===== src/hdl/kbm_pkg.sv =====
`default_nettype none
package kbm_pkg;
    // host i/o port defaults
    localparam logic [15:0] DATA_PORT_DEFAULT = 16'h0060;
    localparam logic [15:0] CMD_PORT_DEFAULT = 16'h0064;

    // status bit positions
    localparam int ST_OBF = 0;
    localparam int ST_IBF = 1;
    localparam int ST_SYS = 2;
    localparam int ST_CMD = 3;
    localparam int ST_INH = 4;
    localparam int ST_AUX = 5;
    localparam int ST_TMO = 6;
    localparam int ST_PERR = 7;

    // command byte fields
    localparam int CB_KBD_IRQ_EN = 0;
    localparam int CB_AUX_IRQ_EN = 1;
    localparam int CB_SYS_FLAG = 2;
    localparam int CB_KBD_DIS = 4;
    localparam int CB_AUX_DIS = 5;
    localparam int CB_XLATE = 6;
    localparam logic [7:0] CB_WRITE_MASK = 8'h77;
    localparam logic [7:0] CB_RESET = 8'h00;

    // controller commands and answers
    localparam logic [7:0] CMD_READ_CB = 8'h20;
    localparam logic [7:0] CMD_WRITE_CB = 8'h60;
    localparam logic [7:0] CMD_TEST_PW = 8'ha4;
    localparam logic [7:0] PW_LOADED = 8'hfa;
    localparam logic [7:0] PW_NONE = 8'hf1;

    // timing
    localparam int CLK_PERIOD_NS = 10;
    localparam int INHIBIT_TIME_US = 100;
    localparam int ACK_TIMEOUT_US = 15000;
    localparam int FRAME_GAP_US = 2000;
    localparam int INHIBIT_CYCLES_DEF =
        (INHIBIT_TIME_US * 1000 + CLK_PERIOD_NS - 1) / CLK_PERIOD_NS;
    localparam int ACK_TIMEOUT_CYCLES_DEF =
        (ACK_TIMEOUT_US * 1000) / CLK_PERIOD_NS;
    localparam int FRAME_GAP_CYCLES_DEF =
        (FRAME_GAP_US * 1000) / CLK_PERIOD_NS;

    // serial frame
    localparam logic [3:0] RX_LAST_BIT = 4'd10;
    localparam logic [3:0] TX_LAST_SHIFT = 4'd9;
    localparam int CH_KBD = 0;
    localparam int CH_AUX = 1;

    typedef enum logic [1:0] {
        TX_IDLE = 2'b00,
        TX_INHIBIT = 2'b01,
        TX_SHIFT = 2'b11,
        TX_ACK = 2'b10
    } kbm_tx_state_t;

    typedef struct packed {
        logic rd;
        logic wr;
        logic [15:0] addr;
        logic [7:0] wdata;
    } kbm_io_req_t;

    typedef struct packed {
        logic clk;
        logic dat;
    } kbm_link_in_t;

    typedef struct packed {
        logic clk_o;
        logic clk_oe;
        logic dat_o;
        logic dat_oe;
    } kbm_link_out_t;
endpackage
`default_nettype wire


===== src/hdl/kbm_host_if.sv =====
`default_nettype none
module kbm_host_if
    import kbm_pkg::*;
#(
    parameter int INHIBIT_CYCLES = INHIBIT_CYCLES_DEF,
    parameter int ACK_TIMEOUT_CYCLES = ACK_TIMEOUT_CYCLES_DEF,
    parameter int FRAME_GAP_CYCLES = FRAME_GAP_CYCLES_DEF
) (
    // clock and reset
    input wire logic clk_sys_i,
    input wire logic rst_b_i,
    // host i/o port
    input wire kbm_io_req_t io_req_i,
    output logic [7:0] io_rdata_o,
    output logic io_rvalid_o,
    // port base configuration
    input wire logic [7:0] data_port_base_high_config_i,
    input wire logic [7:0] data_port_base_low_config_i,
    input wire logic [7:0] command_port_base_high_config_i,
    input wire logic [7:0] command_port_base_low_config_i,
    // side inputs
    input wire logic kbd_inhibit_b_i,
    input wire logic password_loaded_i,
    // serial links, index 0 keyboard, 1 mouse
    input wire kbm_link_in_t [1:0] link_i,
    output var kbm_link_out_t [1:0] link_o,
    // interrupts
    output logic kbd_irq_o,
    output logic aux_irq_o
);
    localparam int TW = $clog2(ACK_TIMEOUT_CYCLES + 1);
    localparam int GW = $clog2(FRAME_GAP_CYCLES + 1);

    // host side state
    logic ibf;
    logic ib_is_cmd;
    logic [7:0] ib_byte;
    logic await_param;
    logic [7:0] cmd_byte;
    logic obf;
    logic ob_aux;
    logic [7:0] ob_byte;
    logic par_err;
    logic timeout_err;
    logic [1:0] inh_sy;

    // keyboard transmit state
    kbm_tx_state_t tx_state;
    logic [10:0] tx_frame;
    logic [3:0] tx_cnt;
    logic [TW-1:0] tx_tmr;

    // per channel receive results
    logic rx_pend [2];
    logic [7:0] rx_byte [2];
    logic rx_perr [2];
    logic rx_fall [2];
    logic rx_dat [2];
    logic rx_hold [2];
    logic take [2];
    logic clk_drv [2];
    logic dat_drv [2];

    // decode
    logic hit_d;
    logic hit_c;
    logic wr_ok;
    logic rd_d;
    logic [7:0] status;

    assign hit_d = io_req_i.addr == {data_port_base_high_config_i,
                                     data_port_base_low_config_i};
    assign hit_c = io_req_i.addr == {command_port_base_high_config_i,
                                     command_port_base_low_config_i};
    // a write into a full input buffer is dropped, not queued
    assign wr_ok = io_req_i.wr & ~ibf & (hit_d | hit_c);
    assign rd_d = io_req_i.rd & hit_d;

    // command and output buffer steering
    logic cmd_go;
    logic data_go;
    logic resp_cmd;
    logic consume;
    logic tx_start;
    logic ob_load;
    logic [7:0] ob_val;
    logic ob_from_aux;
    logic ob_serial;
    logic ob_perr;
    logic tx_fail;

    always_comb begin
        cmd_go = ibf & ib_is_cmd;
        data_go = ibf & ~ib_is_cmd;
        resp_cmd = (ib_byte == CMD_READ_CB) | (ib_byte == CMD_TEST_PW);
        // answers wait for an empty output buffer so none is overwritten
        tx_start = data_go & ~await_param & (tx_state == TX_IDLE);
        consume = (cmd_go & (~resp_cmd | ~obf)) |
                  (data_go & await_param) | tx_start;
        ob_load = 1'b0;
        ob_val = 8'h00;
        ob_from_aux = 1'b0;
        ob_serial = 1'b0;
        ob_perr = 1'b0;
        take[CH_KBD] = 1'b0;
        take[CH_AUX] = 1'b0;
        if (cmd_go & resp_cmd & ~obf) begin
            ob_load = 1'b1;
            if (ib_byte == CMD_READ_CB) begin
                ob_val = cmd_byte;
            end else begin
                ob_val = password_loaded_i ? PW_LOADED : PW_NONE;
            end
        end else if (~obf & rx_pend[CH_KBD]) begin
            ob_load = 1'b1;
            ob_val = rx_byte[CH_KBD];
            ob_serial = 1'b1;
            ob_perr = rx_perr[CH_KBD];
            take[CH_KBD] = 1'b1;
        end else if (~obf & rx_pend[CH_AUX]) begin
            ob_load = 1'b1;
            ob_val = rx_byte[CH_AUX];
            ob_from_aux = 1'b1;
            ob_serial = 1'b1;
            ob_perr = rx_perr[CH_AUX];
            take[CH_AUX] = 1'b1;
        end
    end

    // input buffer
    always_ff @(posedge clk_sys_i or negedge rst_b_i) begin
        if (!rst_b_i) begin
            ibf <= 1'b0;
            ib_is_cmd <= 1'b0;
            ib_byte <= 8'h00;
        end else if (wr_ok) begin
            ibf <= 1'b1;
            ib_byte <= io_req_i.wdata;
            ib_is_cmd <= hit_c;
        end else if (consume) begin
            ibf <= 1'b0;
        end
    end

    // command byte and parameter wait
    always_ff @(posedge clk_sys_i or negedge rst_b_i) begin
        if (!rst_b_i) begin
            await_param <= 1'b0;
            cmd_byte <= CB_RESET;
        end else if (consume) begin
            if (cmd_go) begin
                await_param <= ib_byte == CMD_WRITE_CB;
            end else if (await_param) begin
                await_param <= 1'b0;
                cmd_byte <= ib_byte & CB_WRITE_MASK;
            end
        end
    end

    // output buffer
    always_ff @(posedge clk_sys_i or negedge rst_b_i) begin
        if (!rst_b_i) begin
            obf <= 1'b0;
            ob_aux <= 1'b0;
            ob_byte <= 8'h00;
        end else if (ob_load) begin
            obf <= 1'b1;
            ob_aux <= ob_from_aux;
            ob_byte <= ob_val;
        end else if (rd_d) begin
            obf <= 1'b0;
        end
    end

    // error flags
    always_ff @(posedge clk_sys_i or negedge rst_b_i) begin
        if (!rst_b_i) begin
            par_err <= 1'b0;
            timeout_err <= 1'b0;
        end else begin
            if (ob_load & ob_serial) begin
                par_err <= ob_perr;
            end
            if (tx_fail) begin
                timeout_err <= 1'b1;
            end else if (tx_start) begin
                timeout_err <= 1'b0;
            end
        end
    end

    // inhibit switch pin
    always_ff @(posedge clk_sys_i or negedge rst_b_i) begin
        if (!rst_b_i) begin
            inh_sy <= 2'b11;
        end else begin
            inh_sy <= {inh_sy[0], kbd_inhibit_b_i};
        end
    end

    always_comb begin
        status[ST_OBF] = obf;
        status[ST_IBF] = ibf;
        status[ST_SYS] = cmd_byte[CB_SYS_FLAG];
        status[ST_CMD] = ib_is_cmd;
        status[ST_INH] = inh_sy[1];
        status[ST_AUX] = obf & ob_aux;
        status[ST_TMO] = timeout_err;
        status[ST_PERR] = par_err;
    end

    // host read port
    always_ff @(posedge clk_sys_i or negedge rst_b_i) begin
        if (!rst_b_i) begin
            io_rdata_o <= 8'h00;
            io_rvalid_o <= 1'b0;
        end else begin
            io_rvalid_o <= io_req_i.rd & (hit_d | hit_c);
            if (io_req_i.rd & hit_d) begin
                io_rdata_o <= ob_byte;
            end else if (io_req_i.rd & hit_c) begin
                io_rdata_o <= status;
            end else begin
                io_rdata_o <= 8'h00;
            end
        end
    end

    // interrupts follow the buffer level, gated per source
    always_ff @(posedge clk_sys_i or negedge rst_b_i) begin
        if (!rst_b_i) begin
            kbd_irq_o <= 1'b0;
            aux_irq_o <= 1'b0;
        end else begin
            kbd_irq_o <= obf & ~ob_aux & cmd_byte[CB_KBD_IRQ_EN];
            aux_irq_o <= obf & ob_aux & cmd_byte[CB_AUX_IRQ_EN];
        end
    end

    // receive channels
    for (genvar ch = 0; ch < 2; ch++) begin : g_rx
        logic [2:0] clk_sy;
        logic [1:0] dat_sy;
        logic [3:0] cnt;
        logic [9:0] shf;
        logic [GW-1:0] gap;
        logic pend;
        logic [7:0] byte_q;
        logic perr;
        logic fall;
        logic dis;
        logic busy_tx;

        assign fall = clk_sy[2] & ~clk_sy[1];
        assign dis = cmd_byte[CB_KBD_DIS + ch];
        assign busy_tx = (ch == CH_KBD) && (tx_state != TX_IDLE);
        assign rx_pend[ch] = pend;
        assign rx_byte[ch] = byte_q;
        assign rx_perr[ch] = perr;
        assign rx_fall[ch] = fall;
        assign rx_dat[ch] = dat_sy[1];
        // clock held low stalls the device while a byte waits
        assign rx_hold[ch] = pend | dis;

        always_ff @(posedge clk_sys_i or negedge rst_b_i) begin
            if (!rst_b_i) begin
                clk_sy <= 3'b111;
                dat_sy <= 2'b11;
            end else begin
                clk_sy <= {clk_sy[1:0], link_i[ch].clk};
                dat_sy <= {dat_sy[0], link_i[ch].dat};
            end
        end

        // a frame left half done by a glitch is dropped after a gap
        always_ff @(posedge clk_sys_i or negedge rst_b_i) begin
            if (!rst_b_i) begin
                gap <= '0;
            end else if (fall | (cnt == 4'd0)) begin
                gap <= '0;
            end else if (gap != GW'(FRAME_GAP_CYCLES - 1)) begin
                gap <= gap + 1'b1;
            end
        end

        always_ff @(posedge clk_sys_i or negedge rst_b_i) begin
            if (!rst_b_i) begin
                cnt <= 4'd0;
                shf <= 10'h000;
                pend <= 1'b0;
                byte_q <= 8'h00;
                perr <= 1'b0;
            end else if (take[ch]) begin
                pend <= 1'b0;
            end else if (rx_hold[ch] | busy_tx) begin
                cnt <= 4'd0;
            end else if (gap == GW'(FRAME_GAP_CYCLES - 1)) begin
                cnt <= 4'd0;
            end else if (fall) begin
                shf <= {dat_sy[1], shf[9:1]};
                if (cnt == RX_LAST_BIT) begin
                    cnt <= 4'd0;
                    // start low and stop high, else the frame is lost
                    if (!shf[0] && dat_sy[1]) begin
                        pend <= 1'b1;
                        byte_q <= shf[8:1];
                        perr <= ~^shf[9:1];
                    end
                end else begin
                    cnt <= cnt + 4'd1;
                end
            end
        end
    end

    // keyboard transmit
    logic tx_to;
    assign tx_to = tx_tmr == TW'(ACK_TIMEOUT_CYCLES - 1);
    assign tx_fail = (((tx_state == TX_SHIFT) | (tx_state == TX_ACK)) & tx_to)
                     | ((tx_state == TX_ACK) & rx_fall[CH_KBD]
                        & rx_dat[CH_KBD]);

    always_ff @(posedge clk_sys_i or negedge rst_b_i) begin
        if (!rst_b_i) begin
            tx_state <= TX_IDLE;
            tx_frame <= 11'h7ff;
            tx_cnt <= 4'd0;
            tx_tmr <= '0;
        end else begin
            case (tx_state)
                TX_IDLE: begin
                    tx_tmr <= '0;
                    tx_cnt <= 4'd0;
                    if (tx_start) begin
                        tx_state <= TX_INHIBIT;
                        tx_frame <= {1'b1, ~^ib_byte, ib_byte, 1'b0};
                    end
                end
                TX_INHIBIT: begin
                    tx_tmr <= tx_tmr + 1'b1;
                    if (tx_tmr == TW'(INHIBIT_CYCLES - 1)) begin
                        tx_state <= TX_SHIFT;
                    end
                end
                TX_SHIFT: begin
                    tx_tmr <= tx_tmr + 1'b1;
                    if (tx_to) begin
                        tx_state <= TX_IDLE;
                    end else if (rx_fall[CH_KBD]) begin
                        tx_frame <= {1'b1, tx_frame[10:1]};
                        tx_cnt <= tx_cnt + 4'd1;
                        if (tx_cnt == TX_LAST_SHIFT) begin
                            tx_state <= TX_ACK;
                        end
                    end
                end
                TX_ACK: begin
                    tx_tmr <= tx_tmr + 1'b1;
                    // only an ack edge or the time-out frees the sender
                    if (tx_to | rx_fall[CH_KBD]) begin
                        tx_state <= TX_IDLE;
                    end
                end
                default: begin
                    tx_state <= TX_IDLE;
                end
            endcase
        end
    end

    // open-drain pin drive
    always_comb begin
        clk_drv[CH_KBD] = (tx_state == TX_INHIBIT) |
                          ((tx_state == TX_IDLE) & rx_hold[CH_KBD]);
        clk_drv[CH_AUX] = rx_hold[CH_AUX];
        dat_drv[CH_KBD] = ((tx_state == TX_INHIBIT) |
                           (tx_state == TX_SHIFT)) & ~tx_frame[0];
        dat_drv[CH_AUX] = 1'b0;
    end

    always_ff @(posedge clk_sys_i or negedge rst_b_i) begin
        if (!rst_b_i) begin
            link_o <= '0;
        end else begin
            for (int c = 0; c < 2; c++) begin
                link_o[c].clk_o <= 1'b0;
                link_o[c].clk_oe <= clk_drv[c];
                link_o[c].dat_o <= 1'b0;
                link_o[c].dat_oe <= dat_drv[c];
            end
        end
    end

endmodule
`default_nettype wire


===== config.mk =====
export PLATFORM = sky130hd
export DESIGN_NAME = kbm_host_if
export DESIGN_NICKNAME = d
export VERILOG_FILES = /design/src/hdl/kbm_pkg.sv /design/src/hdl/kbm_host_if.sv
export SDC_FILE = /design/constraint.sdc
export NUM_CORES = 1
export LEC_CHECK = 0
export BUFFER_PORTS_ARGS = -buffer_cell sky130_fd_sc_hd__buf_2
export CORE_UTILIZATION = 26
export DETAILED_ROUTE_END_ITERATION = 10
export RECOVER_POWER = 100
export SLEW_MARGIN = 20
export SYNTH_ARGS = -nofsm -noshare
export SYNTH_HDL_FRONTEND = slang
export SYNTH_SLANG_ARGS = --single-unit

===== constraint.sdc =====
create_clock -name clk_sys_i -period 1.91 [get_ports clk_sys_i]
set_input_delay 0.382 -clock clk_sys_i [delete_from_list [all_inputs] [get_ports clk_sys_i]]
set_output_delay 0.382 -clock clk_sys_i [all_outputs]
set_load 0.01 [all_outputs]

After elaboration in Yosys (flattened, before gate mapping)
Index checks and enable logic that the tools add are counted.
{"block": "classes", "eq_ne": 28, "n_addsub": 6, "n_reduce_logical": 38, "n_mux": 64, "bitwise": 58}
{"operator": "$mux W18", "n": 4}
{"operator": "$mux W8", "n": 6}
{"operator": "$mux W4", "n": 11}
{"operator": "$pmux W21 S2", "n": 1}
{"operator": "$add A18 B1 Y18 const B", "n": 2}
{"operator": "$eq A18 B18 Y1 const B", "n": 2}
{"operator": "$ne A18 B18 Y1 const B", "n": 2}
{"operator": "$mux W11", "n": 3}
{"operator": "$eq A16 B16 Y1", "n": 2}
{"operator": "$mux W1", "n": 29}
{"operator": "$and A1 B1 Y1", "n": 27}
{"operator": "$reduce_bool A2 Y1", "n": 13}
{"operator": "$pmux W11 S2", "n": 1}
{"operator": "$add A21 B1 Y21 const B", "n": 1}
{"operator": "$eq A21 B14 Y1 const B", "n": 1}
{"operator": "$eq A21 B21 Y1 const B", "n": 1}
{"operator": "$reduce_xnor A9 Y1", "n": 2}
{"operator": "$ne A2 B2 Y1 const B", "n": 8}
{"operator": "$not A1 Y1", "n": 16}
{"operator": "$or A1 B1 Y1", "n": 15}
{"operator": "$reduce_and A5 Y1", "n": 3}
{"operator": "$mux W2", "n": 7}
{"operator": "$add A4 B1 Y4 const B", "n": 3}
{"operator": "$eq A4 B4 Y1 const B", "n": 3}
{"operator": "21 further kinds", "n": 31}
{"block": "word_totals", "wordCells": 232, "register_bits": 177}

Depth between registers and ports, before layout
Gate-level depths: netlist of the first run.
{"block": "depth", "depth_word": 9, "mapped_depth": 7, "ltp_nobuf": 7}

Worst setup path after synthesis of the first run
No wires, ideal clock.
{"block": "synth_path", "path_type": "flip-flop to flip-flop", "start": "register g_rx[0].gap[0]", "end": "register g_rx[0].cnt[0]", "slack_ns": -0.165, "required_ns": 1.831, "path_stages_with_launch": 8, "period_less_slack_ns": 2.075, "path_buffers": 1, "t_arrival_ns": 1.995, "cell_sequence": "dfrtp_1 > ha_1 > and3_1 > clkbuf_1 > and3_1 > a21oi_2 > or3b_2 > mux2i_1"}
{"block": "synth_via", "elab_chain_len": 3, "elab_cells_between_ends": 5, "cone_classes": "eq/ne: 1; mux: 2; reduce/logical: 2"}
{"item": "start, declared", "line_no": "kbm_host_if.sv:246", "text": "logic [GW-1:0] gap;"}
{"item": "start signal, assigned", "line_no": "kbm_host_if.sv:282", "text": "gap <= gap + 1'b1;"}
{"item": "$eq A18 B18 Y1 *", "line_no": "kbm_host_if.sv:297", "text": "end else if (gap == GW'(FRAME_GAP_CYCLES - 1)) begin"}
{"item": "$reduce_bool A3 Y1 (no line) / $mux W4 (equally long branches)"}
{"item": "$reduce_and A2 Y1 (no line) / $mux W4 (equally long branches)"}
{"item": "end signal, assigned", "line_no": "kbm_host_if.sv:310", "text": "cnt <= cnt + 4'd1;"}
{"item": "end, declared", "line_no": "kbm_host_if.sv:244", "text": "logic [3:0] cnt;"}
Mark *: on every way between the ends. The rest lies on a longest branch, timed or not.
A chain may end at the register's enable or synchronous reset.

Worst setup path in the final report of the first run
{"block": "layout_path", "start": "register g_rx[0].gap[7]", "end": "register g_rx[0].cnt[3]"}
The elaborated chain is that of the path after synthesis.

==> results of run 1 <==
-- sequential cells by signal, indices dropped and copies added (netlist names), 2 cells and up --
| register | flops |
|---|---|
| tx_cnt | 4 |
| g_rx.byte_q | 16 |
| tx_tmr | 21 |
| io_rdata_o | 8 |
| g_rx.dat_sy | 4 |
| g_rx.perr | 2 |
| cmd_byte | 6 |
| tx_frame | 10 |
| g_rx.shf | 20 |
| inh_sy | 2 |
| ob_byte | 8 |
| tx_state | 2 |
| g_rx.pend | 2 |
| g_rx.gap | 36 |
| g_rx.cnt | 8 |
| ib_byte | 8 |
| g_rx.clk_sy | 6 |
| link_o | 3 |
-- area by class of cell --
cell class | instances | area (um2) | share of cell area [%]
Multi-Input combinational cell | 556 | 4200 | 37.7
Tap cell | 442 | 553 | 4.96
Clock buffer | 19 | 433 | 3.88
Sequential cell | 176 | 4430 | 39.7
Timing Repair Buffer | 202 | 1290 | 11.6
Clock inverter | 13 | 130 | 1.17
Inverter | 30 | 113 | 1.01
-- worst max-delay path by stage --
| stage | startpoint | endpoint | slack (ns) | depth (start not counted) |
|---|---|---|---|---|
| 2_1_floorplan | tx_tmr[0] | tx_frame[5] | -0.05 | 7 |
| 3_3_place_gp | io_req_i[18] | io_rdata_o[5] | -0.26 | 7 |
| 3_5_place_dp | io_req_i[18] | io_rdata_o[5] | -0.19 | 7 |
| 4_1_cts | g_rx[0].gap[12] | g_rx[0].cnt[3] | -0.10 | 6 |
| 5_1_grt | ib_byte[3] | g_rx[1].cnt[3] | -0.17 | 8 |
| 6_report | g_rx[0].gap[7] | g_rx[0].cnt[3] | -0.11 | 6 |
-- timing repair --
| action | CTS | global route |
|---|---|---|
| resized for setup | 24 | 28 |
| hold buffers | 1 | 0 |
| endpoints found under the hold margin | 17 | 0 |
| setup endpoints to repair | 47 | 64 |
| setup buffers | 7 | 8 |
| pin swaps | 10 | 10 |
| cloned | 2 | 0 |
-- power by group through the flow --
stage               registers (uW)  clock network (uW)  logic [uW]
global placement              4720                   0        2170
detailed placement            4740                   0        2220
floorplan                     4630                   0        1620
CTS                           4680                3490        2280
global route                  4760                3640        2490
finish                        4680                3400        2220
-- kinds of logic (layout without fill, tap and decap cells) --
kind of cell	after synthesis	count (layout)	share of synthesized area, %
simple gates	259	261	15.9
flops	176	176	51.4
compound gates	110	110	8.36
xor+xnor	94	94	9.55
mux	68	68	9.26
buf+inv	55	264	2.86
fa+ha+maj	18	18	2.61
other cells	1	5	0.0435
-- routing by layer --
metal | wire length [um] | part of all wire (%)
met1 | 9400 | 49
met4 | 186 | 0.96
met3 | 416 | 2.2
met5 | 0 | 0
met2 | 9280 | 48
-- metrics by stage --
| stage | hold WS [ns] | setup WS [ns] | setup TNS [ns] | utilization [%] | instance area [um2] |
|---|---|---|---|---|---|
| after floorplan | 0.0864 | -0.0463 | -0.575 | - | 8710 |
| after CTS | 0.0234 | -0.101 | -1.65 | 34.2 | 11100 |
| after global placement | 0.280 | -0.260 | -5.07 | 32.0 | 10400 |
| after global routing | 0.0200 | -0.173 | -10.0 | 34.3 | 11100 |
| after detailed placement | 0.277 | -0.188 | -5.10 | 32.0 | 10400 |
| final | 0.0447 | -0.109 | -1.78 | 34.3 | 11100 |
-- placed cells by master (no fill, tap or decap), drive strengths merged, types with 3 or more instances in the layout --
cell / count
a22o: 8
nor2b: 8
nand4b: 4
xnor2: 51
xor2: 43
a31oi: 7
dfstp: 22
a221oi: 5
ha: 18
or3: 8
a22oi: 13
and4: 8
clkbuf: 57
nor3b: 6
nor4b: 3
nor4: 15
mux2: 67
and3: 7
o21ai: 36
dfrtp: 154
nand2b: 3
a21oi: 22
buf: 163
nor2: 76
and2: 3
nand3b: 3
clkinvlp: 3
conb: 5
inv: 34
nand4: 12
nor3: 22
nand2: 40
clkinv: 5
nand3: 35
-- worst register-to-register path: stages, from the launching register on --
cell,delay [ns]
sky130_fd_sc_hd__dfrtp_1,0.39
sky130_fd_sc_hd__or4b_4,0.55
sky130_fd_sc_hd__nor3_4,0.31
sky130_fd_sc_hd__a21oi_4,0.15
sky130_fd_sc_hd__buf_12,0.18
sky130_fd_sc_hd__or3b_4,0.24
sky130_fd_sc_hd__o22ai_1,0.08
==> results_dict.tcl, run 1 <==
set metrics [dict create \
    fraction_of_layout_instances_using_a_drive_strength_above_1_pct 33.7 \
    start_util_pct 26.5 \
    critPathCaptureType "flip-flop" \
    std_cell_rows 66 \
    switching_share_pct 29.8 \
    route.vias.total 6432 \
    netlist_instances 781 \
    crit-reg2reg-capture "g_rx[0].cnt[3]" \
    share_of_synthesized_flip_flops_with_an_asynchronous_set_or_reset_pct 100 \
    floorplan.io_pins 85 \
    crit_path_max_incr_delay_ns 0.55 \
    grt_pass1_wl_um 32400 \
    synthesis.yosys.warnings 0 \
    cpLargestDelayFamily "simple AND/OR/NAND/NOR gates" \
    grt_start_max_net_pins 51 \
    coreArea_um2 32500 \
    power.share.clock_pct 33.0 \
    ir_worst_vdd_v 0.000834 \
    tritoncts "yes" \
    first_global_vias 6529 \
    status "complete, but fails checks" \
    globalRouteMet3Util_pct 2.50 \
    totalWireLength_um 19300 \
    timing.critical_path.required_ns 2.22 \
    combinationalPowerShare_pct 21.6 \
    hpwl_um 13400 \
    period_minus_slack_ns 2.02 \
    place_inst 1389 \
    worstRegToRegCells 6 \
    layout_setup_ws_ns -0.109 \
    yosysTopAreaCell "sky130_fd_sc_hd__dfrtp_1" \
    netlist_top_cells_area "sky130_fd_sc_hd__dfrtp_1, sky130_fd_sc_hd__mux2_2, sky130_fd_sc_hd__dfstp_2, sky130_fd_sc_hd__xnor2_1, sky130_fd_sc_hd__xor2_1" \
    synth_most_common_cell "sky130_fd_sc_hd__dfrtp_1" \
    worst_slew_pin_slew_ns 0.704 \
    floorplan_die_height_um 184 \
    grt_util_met2_pct 19.3 \
    grt_use_total_pct 11.9 \
    final_cells 1438 \
    net-switching-power_uw 3070 \
    drv_slew 0 \
    worst_ep_arrival_time_ns 2.33 \
    ant_diodes 0 \
    route.detailed.wl_per_inst_um 13.4 \
    setup_violations 25 \
    power_per_cell_area_nw_per_um2 925 \
    totalPowerFinal_uw 10300 \
    leakage_uw 0.00499 \
    numClockSinks 176 \
    fmaxAchievable_mhz 495 \
    post_drt_via_cell_ratio 4.47 \
    postRouteAntennaNets 0 \
    holdPathStages 1 \
    clk_root_buffer_cell "sky130_fd_sc_hd__clkbuf_16" \
    cts_buffer_depth 2 \
    initial_antenna_violation_count 0 \
    gpl.final_weighted_congestion 0.805 \
    grt_use_met1_pct 16.1 \
    cts_inserted_buffers 17 \
    hold_path_class "input pin to flip-flop" \
    numPortBuffers 79 \
    syn_area_per_cell_um2 11.0 \
    die_width_um 184 \
    register_area_share_after_synthesis_pct 51.4 \
    die_ar_um2 33900 \
    grt_busiest_layer "met2" \
    global_route.overflow_total 0 \
    failed_checks "setup timing" \
    clock_skew_ns 0.0134 \
    timing.final.crit_share_pct 106 \
    internal_power_uw 7240 \
    synth_top_cell_area_share_pct 44.7 \
    n_fill_cell 3301 \
    setup.worst_path.class "flip-flop to flip-flop" \
    timing.critical_path.slowest_stage_cell "sky130_fd_sc_hd__or4b_4" \
    post-route-drc-count 0 \
    post_synth_most_frequent_cells "sky130_fd_sc_hd__dfrtp_1, sky130_fd_sc_hd__nor2_1, sky130_fd_sc_hd__mux2_2" \
    worst-path-max-fanout 11 \
    drtIter0Drc 313 \
    timing.max_cap.violations 0 \
    fraction_of_power_consumed_by_sequential_logic_pct 45.4 \
    critical_path.cell_chain "or4b_4 > nor3_4 > a21oi_4 > buf_12 > or3b_4 > o22ai_1" \
    whs_endpoint "inh_sy[0]" \
    worst_r2r_startpoint "g_rx[0].gap[7]" \
    clock_latency_ns 0.44 \
    setup.worst_path.start_class "flip-flop" \
    first_pass_iters 5 \
    cts.htree.levels 4 \
    clk_pin_slew_worst_paths_ns 0.07 \
    synth_enable_flop_cells 0 \
    maxSlewHeadroom_pct 53.1 \
    synthFlopType "sky130_fd_sc_hd__dfrtp_1" \
    synth_cell_types 65 \
    netlist_area_um2 8620 \
    hold_violations 0 \
    timing.hold.worst.start "kbd_inhibit_b_i" \
    area_growth_pct 29.4 \
    grt_setup_unrepaired "true" \
    finalNetCount 1067 \
    postSynthRegisterBits 176 \
    reg2reg_setup_slack_ns -0.11 \
    path_buf_inv 1 \
]
No activity file was read; power rests on OpenSTA's default activity.
==> inputs of run 2 (changes only) <==
CELL_PAD_IN_SITES_DETAIL_PLACEMENT = 1   (was default)
CELL_PAD_IN_SITES_GLOBAL_PLACEMENT = 2   (was default)
PLACE_DENSITY_LB_ADDON = 0.1   (was default)
==> run 2 against run 1 <==
Against the previous run: the flow still finishes with violations (setup timing); combinational power grew 2%; non-clock buffer count grew 14; first-iteration DRC count shrank 28%; global-route usage grew 2.8 points; setup slack lost 0.013 ns; final cell count grew 0.90%.
==> results_dict.tcl, run 2 (synthesis gave the netlist of run 1 again) <==
set metrics [dict create \
    status "complete, but fails checks" \
    failed_checks "setup timing" \
    initial_antenna_violation_count 0 \
    cts_buffer_depth 2 \
    grt_setup_unrepaired "true" \
    grt_start_max_net_pins 39 \
    whs_endpoint "g_rx[0].dat_sy[0]" \
    worstRegToRegCells 5 \
    clock_skew_ns 0.0112 \
    fraction_of_layout_instances_using_a_drive_strength_above_1_pct 35.1 \
    area_growth_pct 31.4 \
    grt_use_total_pct 14.7 \
    top_regs "g_rx.gap x36, tx_tmr x21, g_rx.shf x20" \
    hpwl_um 17200 \
    fmaxAchievable_mhz 492 \
    clk_pin_slew_worst_paths_ns 0.07 \
    timing.final.crit_share_pct 106 \
    layout_setup_ws_ns -0.121 \
    die_ar_um2 33900 \
    ant_diodes 0 \
    coreArea_um2 32500 \
    setup.worst_path.start_class "flip-flop" \
    largest_register_ffs 36 \
    period_minus_slack_ns 2.03 \
    holdPathStages 1 \
    setup_violations 38 \
    net-switching-power_uw 3150 \
    critPathCaptureType "flip-flop" \
    power.share.clock_pct 36.2 \
    start_util_pct 26.5 \
    switching_share_pct 28.9 \
    post_drt_via_cell_ratio 4.51 \
    n_fill_cell 3677 \
    hold_path_class "input pin to flip-flop" \
    clock_latency_ns 0.44 \
    worst_r2r_startpoint "g_rx[0].gap[12]" \
    power_per_cell_area_nw_per_um2 965 \
    floorplan_die_height_um 184 \
    drv_slew 0 \
    finalNetCount 1080 \
    timing.critical_path.required_ns 2.24 \
    max_flop_register "g_rx.gap" \
    numPortBuffers 79 \
    ir_worst_vdd_v 0.000756 \
    route.detailed.wl_per_inst_um 16.0 \
    tritoncts "yes" \
    area.sequential_um2 4430 \
    fin_worst_hold_slack_ns 0.0358 \
    final_cells 1451 \
    floorplan.io_pins 85 \
    postPlaceCellArea_um2 10500 \
    totalWireLength_um 23300 \
    fin_setup_tns_ns -2.16 \
    clk_root_buffer_cell "sky130_fd_sc_hd__clkbuf_16" \
    worst_ep_arrival_time_ns 2.36 \
    numClockSinks 176 \
    place_inst 1406 \
    multi_input_comb_area_um2 4200 \
    first_pass_iters 4 \
    die_width_um 184 \
    route.vias.total 6540 \
    global_route.overflow_total 0 \
    grt_pass1_wl_um 39100 \
    internal_power_uw 7770 \
    fraction_of_power_consumed_by_sequential_logic_pct 43.0 \
    maxSlewHeadroom_pct 34.1 \
    postRouteAntennaNets 0 \
    leakage_uw 0.00508 \
    drtIter0Drc 225 \
    crit-reg2reg-capture "g_rx[0].byte_q[5]" \
    post-route-drc-count 0 \
    setup.worst_path.class "flip-flop to flip-flop" \
    timing.hold.worst.start "link_i[0]" \
    final_cell_mix "sky130_fd_sc_hd__dfrtp_1, sky130_fd_sc_hd__buf_4, sky130_fd_sc_hd__nor2_1" \
    std_cell_rows 66 \
    timing.max_cap.violations 0 \
    first_global_vias 7442 \
    combinationalPowerShare_pct 20.8 \
    worst_slew_pin_slew_ns 0.988 \
    cts.htree.levels 4 \
    finish.instance_area_um2 11300 \
    reg2reg_setup_slack_ns -0.12 \
    cts_inserted_buffers 17 \
    layout_commonest_cell "sky130_fd_sc_hd__dfrtp_1" \
    gpl.final_weighted_congestion 0.742 \
    worst-path-max-fanout 10 \
    hold_violations 0 \
]
## run 2: layer usage
layer | wire [um] | track usage (%) | vias to the layer above
met2 | 12000 | 25.9 | 37
met4 | 261 | 4.17 | 0
met3 | 443 | 2.95 | 17
met5 | 0 | 0 | -
li1 | - | - | 3190
met1 | 10500 | 18.1 | 3296
## run 2: power by group through the flow
stage | registers [uW] | logic [uW] | clock network [uW]
floorplan | 4630 | 1620 | 0
global placement | 4740 | 2240 | 0
detailed placement | 4770 | 2310 | 0
CTS | 4700 | 2350 | 4110
global route | 4780 | 2580 | 4250
finish | 4700 | 2270 | 3950
## run 2: worst max-delay path by stage
stage | from | endpoint | slack (ns) | cells after the start
after CTS | g_rx[0].gap[12] | g_rx[0].byte_q[5] | -0.13 | 5
after floorplan | tx_tmr[0] | tx_frame[5] | -0.05 | 7
after global routing | g_rx[0].gap[1] | g_rx[0].cnt[0] | -0.19 | 7
after global placement | command_port_base_high_config_i[7] | ib_byte[5] | -0.33 | 8
after detailed placement | io_req_i[23] | ib_byte[7] | -0.28 | 8
final | g_rx[0].gap[12] | g_rx[0].byte_q[5] | -0.12 | 5
## run 2: worst max-delay path, stage by stage (launching register included)
cell and delay (ns):
sky130_fd_sc_hd__dfrtp_1 0.39, sky130_fd_sc_hd__or4b_4 0.55, sky130_fd_sc_hd__nor3_4 0.29, sky130_fd_sc_hd__a21oi_4 0.12, sky130_fd_sc_hd__nand4b_4 0.21, sky130_fd_sc_hd__mux2_2 0.36
## run 2: final cells by class
class | instances | area share (%)
well taps | 442 | 4.89
clock buffers | 18 | 3.79
flip-flops and latches | 176 | 39.2
inverters | 30 | 0.995
clock inverters | 14 | 1.98
multi-input cells | 555 | 37.1
repair buffers | 216 | 12.1
## run 2: through the flow
step	total power, uW	util (%)	setup WS, ns
5_1_grt	11600	34.8	-0.188
2_1_floorplan	6240	-	-0.0463
3_5_place_dp	7080	32.3	-0.281
6_report	10900	34.8	-0.121
3_3_place_gp	6980	32.3	-0.332
4_1_cts	11200	34.8	-0.132
## run 2: repair_timing
action | CTS | global route
endpoints found under the setup margin | 62 | 64
pin swaps | 10 | 12
hold buffers | 1 | 0
resized for setup | 29 | 24
setup buffers | 7 | 4
cloned | 2 | 0
endpoints found under the hold margin | 27 | 0
